$ cat src/rtl/nsm_consts.svh
/*
  Offsets, field positions and timing counts of the nibble multiplier.
  Assumes inclusion by bare name from rtl/ sources.
*/
`ifndef NSM_CONSTS_SVH
`define NSM_CONSTS_SVH

// Register offsets on the special-function register port
`define NSM_ADDR_A_LOW   8'h0E
`define NSM_ADDR_A_MID   8'h0F
`define NSM_ADDR_A_HIGH  8'h10
`define NSM_ADDR_B_LOW   8'h11
`define NSM_ADDR_B_HIGH  8'h12

// Widths of operands and product
`define NSM_A_W          12
`define NSM_B_W          8
`define NSM_P_W          20
`define NSM_NIB_W        4
`define NSM_NUM_REGS     5

// Cycles from starting write to product ready
`define NSM_MUL_CYCLES   1

`endif

$ cat src/rtl/nsm_pkg.sv
/*
  Types shared by the nibble multiplier files.
  Assumes nsm_consts.svh is reachable on the include path.
*/
`include "nsm_consts.svh"

package nsm_pkg;
  typedef logic [`NSM_NIB_W-1:0] nsm_nib_t;
  typedef logic [`NSM_P_W-1:0]   nsm_prod_t;
  typedef enum logic {
    NSM_IDLE,
    NSM_CALC
  } nsm_state_e;
endpackage

$ cat src/rtl/nsm_mul_core.sv
/*
  Combinational signed-by-unsigned multiply core.
  Assumes operands are stable while its result is sampled.
*/
`timescale 1ns/1ps
`default_nettype none
`include "nsm_consts.svh"

module nsm_mul_core #(
  parameter int A_W = `NSM_A_W,
  parameter int B_W = `NSM_B_W
) (
  input  wire logic [A_W-1:0]     signed_operand_bits,
  input  wire logic [B_W-1:0]     unsigned_operand_bits,
  output logic      [A_W+B_W-1:0] product_bits
);

  wire logic signed [A_W+B_W-1:0] a_ext;
  wire logic signed [A_W+B_W-1:0] b_ext;
  wire logic signed [A_W+B_W-1:0] prod_full;

  // Sign-extend A, zero-extend B, then multiply at full width
  assign a_ext = {{B_W{signed_operand_bits[A_W-1]}}, signed_operand_bits};
  assign b_ext = {{A_W{1'b0}}, unsigned_operand_bits};
  assign prod_full = a_ext * b_ext;
  assign product_bits = prod_full;

endmodule // nsm_mul_core
`default_nettype wire

$ cat src/rtl/nsm_multiplier.sv
/*
  Five-nibble special-function-register multiplier: 12-bit signed times
  8-bit unsigned giving a 20-bit signed product read back nibble-wise.
  Assumes the core drives one register access per clock with address,
  write strobe, write data and read strobe on the system clock.
*/
`timescale 1ns/1ps
`default_nettype none
`include "nsm_consts.svh"

// Functional notes
// - The product is the 12-bit signed A times 8-bit unsigned B, 20 bits.
// - A is written as nibbles at 0EH, 0FH and 10H, low to high.
// - B is written as nibbles at 11H (low) and 12H (high).
// - Reads of 0EH..12H return product nibbles 0 through 4 in order.
// - Writing B's high nibble starts the multiply with no other command.
// - The product overwrites the operands, so software rewrites them all.
// - Five shared four-bit registers exist, undefined after reset.
module nsm_multiplier #(
  parameter int ADDR_W = 8
) (
  input  wire logic              clk,
  input  wire logic              srst,
  input  wire logic [ADDR_W-1:0] sfr_addr,
  input  wire logic              sfr_wr,
  input  wire logic [3:0]        sfr_wdata,
  input  wire logic              sfr_rd,
  output logic      [3:0]        sfr_rdata,
  output logic                   sfr_hit,
  output logic                   busy
);

  // Widths of the shared nibble map
  localparam int NIB_W  = `NSM_NIB_W;
  localparam int N_REGS = `NSM_NUM_REGS;
  localparam int P_W    = `NSM_P_W;

  // Elaboration checks: five address bits are needed to reach the map,
  // the product must split evenly over the shared nibbles, and the A and B widths must add up to it
  if (ADDR_W < 5) begin : g_chk_addr
    $error("ADDR_W too small for register map");
  end
  if (N_REGS * NIB_W != P_W) begin : g_chk_nib
    $error("Product does not fill the nibble registers");
  end
  if (`NSM_A_W + `NSM_B_W != P_W) begin : g_chk_prod
    $error("Operand widths do not add up to the product width");
  end

  // Shared nibble storage: operand on write, product after a multiply
  nsm_pkg::nsm_nib_t   regs_q [N_REGS];
  nsm_pkg::nsm_state_e state_q;
  nsm_pkg::nsm_state_e state_d;
  logic [3:0]          rdata_q;

  wire logic [N_REGS-1:0]   sel;
  wire logic [N_REGS-1:0]   wr_en;          // Per-nibble write enables
  wire logic                start;
  wire logic                calc;           // Product lands this cycle
  wire logic [`NSM_A_W-1:0] op_a;
  wire logic [`NSM_B_W-1:0] op_b;
  wire nsm_pkg::nsm_prod_t  prod;
  wire nsm_pkg::nsm_nib_t   rd_val [N_REGS];   // Value a read would see
  wire nsm_pkg::nsm_nib_t   rd_sel [N_REGS];   // Masked by its select
  wire nsm_pkg::nsm_nib_t   rd_or  [N_REGS+1]; // OR chain of selections
  wire nsm_pkg::nsm_nib_t   rdata_d;

  // Address decode, one select per register
  assign sel[0] = (sfr_addr == ADDR_W'(`NSM_ADDR_A_LOW));
  assign sel[1] = (sfr_addr == ADDR_W'(`NSM_ADDR_A_MID));
  assign sel[2] = (sfr_addr == ADDR_W'(`NSM_ADDR_A_HIGH));
  assign sel[3] = (sfr_addr == ADDR_W'(`NSM_ADDR_B_LOW));
  assign sel[4] = (sfr_addr == ADDR_W'(`NSM_ADDR_B_HIGH));
  assign sfr_hit = |sel;
  assign start = sfr_wr & sel[4];

  // Operand assembly from the nibble registers
  assign op_a = {regs_q[2], regs_q[1], regs_q[0]};
  assign op_b = {regs_q[4], regs_q[3]};
  assign calc = (state_q == nsm_pkg::NSM_CALC);
  assign busy = calc;

  nsm_mul_core #(
    .A_W(`NSM_A_W),
    .B_W(`NSM_B_W)
  ) u_core (
    .signed_operand_bits  (op_a),
    .unsigned_operand_bits(op_b),
    .product_bits         (prod)
  );

  // Sequencer: one calculation cycle after the starting write
  always_comb begin
    case (state_q)
      nsm_pkg::NSM_IDLE: state_d = start ? nsm_pkg::NSM_CALC
                                          : nsm_pkg::NSM_IDLE;
      nsm_pkg::NSM_CALC: state_d = nsm_pkg::NSM_IDLE;
      default:           state_d = nsm_pkg::NSM_IDLE;
    endcase
  end

  always_ff @(posedge clk) begin
    if (srst) begin
      state_q <= nsm_pkg::NSM_IDLE;
    end else begin
      state_q <= state_d;
    end
  end

  // Unmapped reads fall through the OR chain as zero
  assign rd_or[0] = 4'h0;

  // Per nibble: write enable, read value and storage
  for (genvar i = 0; i < N_REGS; i++) begin : g_nib
    // Writes in the calc cycle lose to the product
    assign wr_en[i] = sfr_wr & sel[i] & ~calc;
    // A read in the calc cycle already sees the product
    assign rd_val[i] = calc ? prod[i*NIB_W +: NIB_W] : regs_q[i];
    assign rd_sel[i] = sel[i] ? rd_val[i] : 4'h0;
    assign rd_or[i+1] = rd_or[i] | rd_sel[i];

    // Product overwrites the operand nibble in the calc cycle
    always_ff @(posedge clk) begin
      if (calc) begin
        regs_q[i] <= prod[i*NIB_W +: NIB_W];
      end else if (wr_en[i]) begin
        regs_q[i] <= sfr_wdata;
      end
    end
  end

  // Selected nibble; selects are one-hot so the OR is a mux
  assign rdata_d = rd_or[N_REGS];

  // Registered read data, held until the next read strobe
  always_ff @(posedge clk) begin
    if (srst) begin
      rdata_q <= 4'h0;
    end else if (sfr_rd) begin
      rdata_q <= rdata_d;
    end
  end
  assign sfr_rdata = rdata_q;

endmodule // nsm_multiplier
`default_nettype wire

$ cat config.mk
export PLATFORM = sky130hd
export DESIGN_NAME = nsm_multiplier
export DESIGN_NICKNAME = d
export VERILOG_FILES = /design/src/rtl/nsm_pkg.sv /design/src/rtl/nsm_mul_core.sv /design/src/rtl/nsm_multiplier.sv
export VERILOG_INCLUDE_DIRS = /design/src /design/src/rtl
export SDC_FILE = /design/constraint.sdc
export NUM_CORES = 1
export LEC_CHECK = 0
export ABC_AREA = 1
export BUFFER_PORTS_ARGS = -buffer_cell sky130_fd_sc_hd__buf_2
export CORE_MARGIN = 1.5
export CORE_UTILIZATION = 30
export CTS_CLUSTER_SIZE = 28
export DETAILED_ROUTE_END_ITERATION = 12
export GPL_TIMING_DRIVEN = 0
export PLACE_DENSITY = 0.41
export SYNTH_ARGS = -nofsm -noshare
export SYNTH_HDL_FRONTEND = slang
export SYNTH_HIERARCHICAL = 1
export SYNTH_SLANG_ARGS = --single-unit
$ cat constraint.sdc
create_clock -name clk -period 14.5 [get_ports clk]
set_input_delay 2.9 -clock clk [delete_from_list [all_inputs] [get_ports clk]]
set_output_delay 2.9 -clock clk [all_outputs]
set_load 0.005 [all_outputs]
# After elaboration in Yosys (flattened, before gate mapping)
# Memories as Yosys holds them, arrays and structs flattened.
# Cells that the tools add are included.
# word_totals
ff_bits,5
ramBits,20
elab_cells,64
n_memories,1
# classes
mul,1
n_eq_ne,5
mux,34
n_bitwise,20
n_reduce_logical,1
# memory_table
name,depth,word_bits,rd,rd_ports_with_merged_regs,wr,line_no,source
regs_q,5,4,5,0,5,nsm_multiplier.sv:51,nsm_pkg::nsm_nib_t regs_q [N_REGS];
# ops
operator,n
$mux W4,15
$eq A8 B5 Y1 const B,3
$mul A12 B9 Y20,1
$mux W1,18
$eq A8 B4 Y1 const B,2
$or A4 B4 Y4,4
$and A1 B1 Y1,10
$or A1 B1 Y1,5
$reduce_or A5 Y1,1
$pmux W1 S2,1
$not A1 Y1,1

# Logic depth before layout (Yosys ltp)
# An unclocked memory read counts as a cell.
# logic_depth
word_depth,8
ltp_mapped,28

# Hierarchy
# The synthesis kept the hierarchy.
# by_module_without_submodules
module,instances,cells_each,area_per_inst_um2,seq_area_each_um2
nsm_mul_core,1,591,3932.5,0.0
nsm_multiplier,1,232,1675.4,660.6

# Worst setup path after synthesis
# Ideal clock, no wire load.
# synth_path
path_kind,input to output
from,in sfr_addr[6]
to,out sfr_hit
arrival_ns,3.459
required_ns,11.600
setup_slack_ns,8.141
path_stages,5
path_cell_list,inv_2 > nand2_4 > nor2_4 > nand2_4 > nand4_1
# synth_between
elab_chain_cells,2
# synth_lines
item,line_no,source
"start, declared",nsm_multiplier.sv:24,"input wire logic [ADDR_W-1:0] sfr_addr,"
$eq A8 B4 Y1 (tied with other cells),nsm_multiplier.sv:69,assign sel[0] = (sfr_addr == ADDR_W'(`NSM_ADDR_A_LOW));
$reduce_or A5 Y1 (*),nsm_multiplier.sv:74,assign sfr_hit = |sel;
"end, declared",nsm_multiplier.sv:29,"output logic sfr_hit,"
# Every way passes the cells marked *; elsewhere a longest branch is shown, timed or not.

# Worst setup path after layout
# layout_path
from,in sfr_addr[7]
to,out sfr_hit
# The elaborated chain is that of the path after synthesis.

==> run summary <==
Net Count, Synth: 954
Max Used Layer: met4
Clk buf depth: 2
Fin. max-slew vios: 0
Most common cell after layout, fill and taps aside: nand2_1
Root buf cell: clkbuf_16
Worst skew pair latency: 260 ps
Vias: 4685
I/O Pins: 22
Critical path launch point type: input port
Syn avg cell area: 6.81 um^2
DR WL met3: 422 um
DRC errors left: 0
Area Growth Syn to Fin: 8.41%
Routed WL: 15100 um
Unrepaired setup endpoints after global routing: no
Effective utilization at floorplan: 30.9%
CP max FO: 4
Largest net degree at the start of global routing: 15
Die height: 140 um
Worst rel slew slack: 50.5%
CP required: 11600 ps
Vias in the first global route: 4716
Core ar.: 18100 um^2
CTS Sinks: 25
Port Buf Inserts: 21
First-pass GRT wire length: 25100 um
Fin worst setup slack: 7830 ps
WS Path Type: input port to primary output
Clock transition at path regs: 60 ps
Area of the die: 19500 um^2
CTS buffer count: 3
PwrDens: 58.5 nW/um^2
Maximum vdd drop: 0.0425 mV
Status: completed
Synthesized flop and latch total: 25
Routed Antenna Nets: 0
DP HPWL: 12800 um
Grt ovf: 0
Clock skew: 6.98 ps
Cell count after synthesis: 823
Core Rows: 49
Final setup fails: 0
Final Hold Fails: 0
R2r setup slk: 9060 ps
DR iter-0 viols: 260
Netlist Area Pre-Place: 5610 um^2
Die Wd: 140 um
Share of post-route cells with drive strength above 1: 9.20%
CTS H-Tree Depth: 1
Post-synth ARST share: 0%
Tot GR Track Use: 16.3%
# fillers: 2030
EDFF count, synth: 16
Sequential area share after synthesis: 11.8%
CTS tree: built
Worst slack at placement: 7820 ps
Post-layout min period: 6670 ps
Cells resized by post-CTS repair: 0
# hold bufs at CTS: 0
Fmax: 150 MHz
Setup TNS Final: 0 ps
Worst EP arrival: 3770 ps
Commonest non-fill, non-tap cells in the layout: nand2_1 (288), inv_1 (212), fa_1 (76)
Actual slew at the worst max-slew pin: 743 ps
Pre-Repair DR Iteration Count: 4
Synth warnings: 6
Setup bufs post-CTS: 0
Via density per instance: 4.35
Total of max-cap violations: 0
Period utilization: 46.0%
Met1 WL: 7600 um
Antenna violations before repair: 0
Placer Congestion: 0.793
# diodes: 0
Synth Flop Type: edfxtp_1
Met2 WL: 7060 um
CP endpoint kind: primary output
NumNets Final: 980
Leak: 3.64 nW
Routed wire per std cell: 14.1 um
Min-Delay Path Class: register to register
Yosys cell types: 34
==> stage by stage <==
step	area (um^2)	total power, mW	instances	utilization, %	hold slack [ps]
after CTS	6080	0.361	1077	33.5	526
after floorplan	5610	0.242	823	-	514
after detailed placement	6000	0.296	1073	33.1	515
after global placement	6000	0.298	1073	33.1	524
final	6080	0.356	1077	33.5	519
after global routing	6080	0.398	1077	33.5	573
==> state kept, by name (all words and copies together), names as in the netlist <==
| signal | count |
|---|---|
| regs_q | 20 |
| sfr_rdata | 4 |
| busy | 1 |
==> Yosys cell counts, types with 2 or more instances <==
cell type | n | area share (%)
a21oi_1 | 12 | 1.1
nor2_4 | 3 | 0.60
nand2_2 | 11 | 1.2
inv_2 | 13 | 0.87
xor2_1 | 6 | 0.94
nor3_2 | 2 | 0.36
inv_1 | 212 | 14
nand3_1 | 32 | 2.9
ha_1 | 39 | 8.7
fa_1 | 76 | 27
and2_1 | 2 | 0.22
clkinv_1 | 2 | 0.13
dfxtp_1 | 9 | 3.2
clkbuf_1 | 19 | 1.3
nand4_1 | 5 | 0.56
o21a_1 | 8 | 1.1
o21ai_0 | 19 | 1.7
nor2_1 | 21 | 1.4
nand3_2 | 5 | 0.89
nand2_4 | 3 | 0.60
nand2_1 | 288 | 19
nor2_8 | 2 | 0.71
edfxtp_1 | 16 | 8.6
nor2_2 | 6 | 0.67
buf_4 | 3 | 0.40
==> worst max-delay path: stages <==
cell and delay (ps):
buf_2 110, nor2_1 110, nand3_2 120, nor2_2 250
nor2_1 80, nand4_1 80, buf_2 120
==> logic make-up after synthesis <==
family | share of synthesized area, %
AOI/OAI and AO/OA | 4.26
xor gates and xnor gates | 0.937
adders and majority gates | 35.8
buffers and inverters | 17.2
DFF | 11.8
and+or+nand+nor | 30.0
==> per-layer routing <==
metal	vias to the layer above	GRT usage [%]
met2	50	27.4
li1	2428	-
met5	-	0
met3	4	0.516
met1	2203	24.3
met4	0	1.50
==> layout make-up <==
cell class	instances	area (um^2)	area share [%]
Buffer	25	114	1.87
Clock buffer	3	75.1	1.23
Clock inverter	1	5.00	0.0823
Inverter	227	852	14.0
Multi-Input combinational cell	546	3980	65.5
Sequential cell	25	661	10.9
Tap cell	229	287	4.71
Timing Repair Buffer	21	105	1.73
==> path summary, 6_finish.rpt <==
path                              startpoint           end  cells after the start
worst min-delay path            sfr_rdata[3]  sfr_rdata[3]                      2
worst max register to register  regs_q[3][2]  sfr_rdata[2]                     22
worst min register to register  sfr_rdata[3]  sfr_rdata[3]                      2
worst max-delay path             sfr_addr[7]       sfr_hit                      7
==> power by group <==
part           total (mW)  internal [mW]  switching (mW)
clock              0.0635         0.0372          0.0263
sequential         0.0836         0.0815         0.00209
combinational       0.209         0.0731           0.136
total               0.356          0.192           0.164
Note: power is estimated with default switching activity, not from simulation.
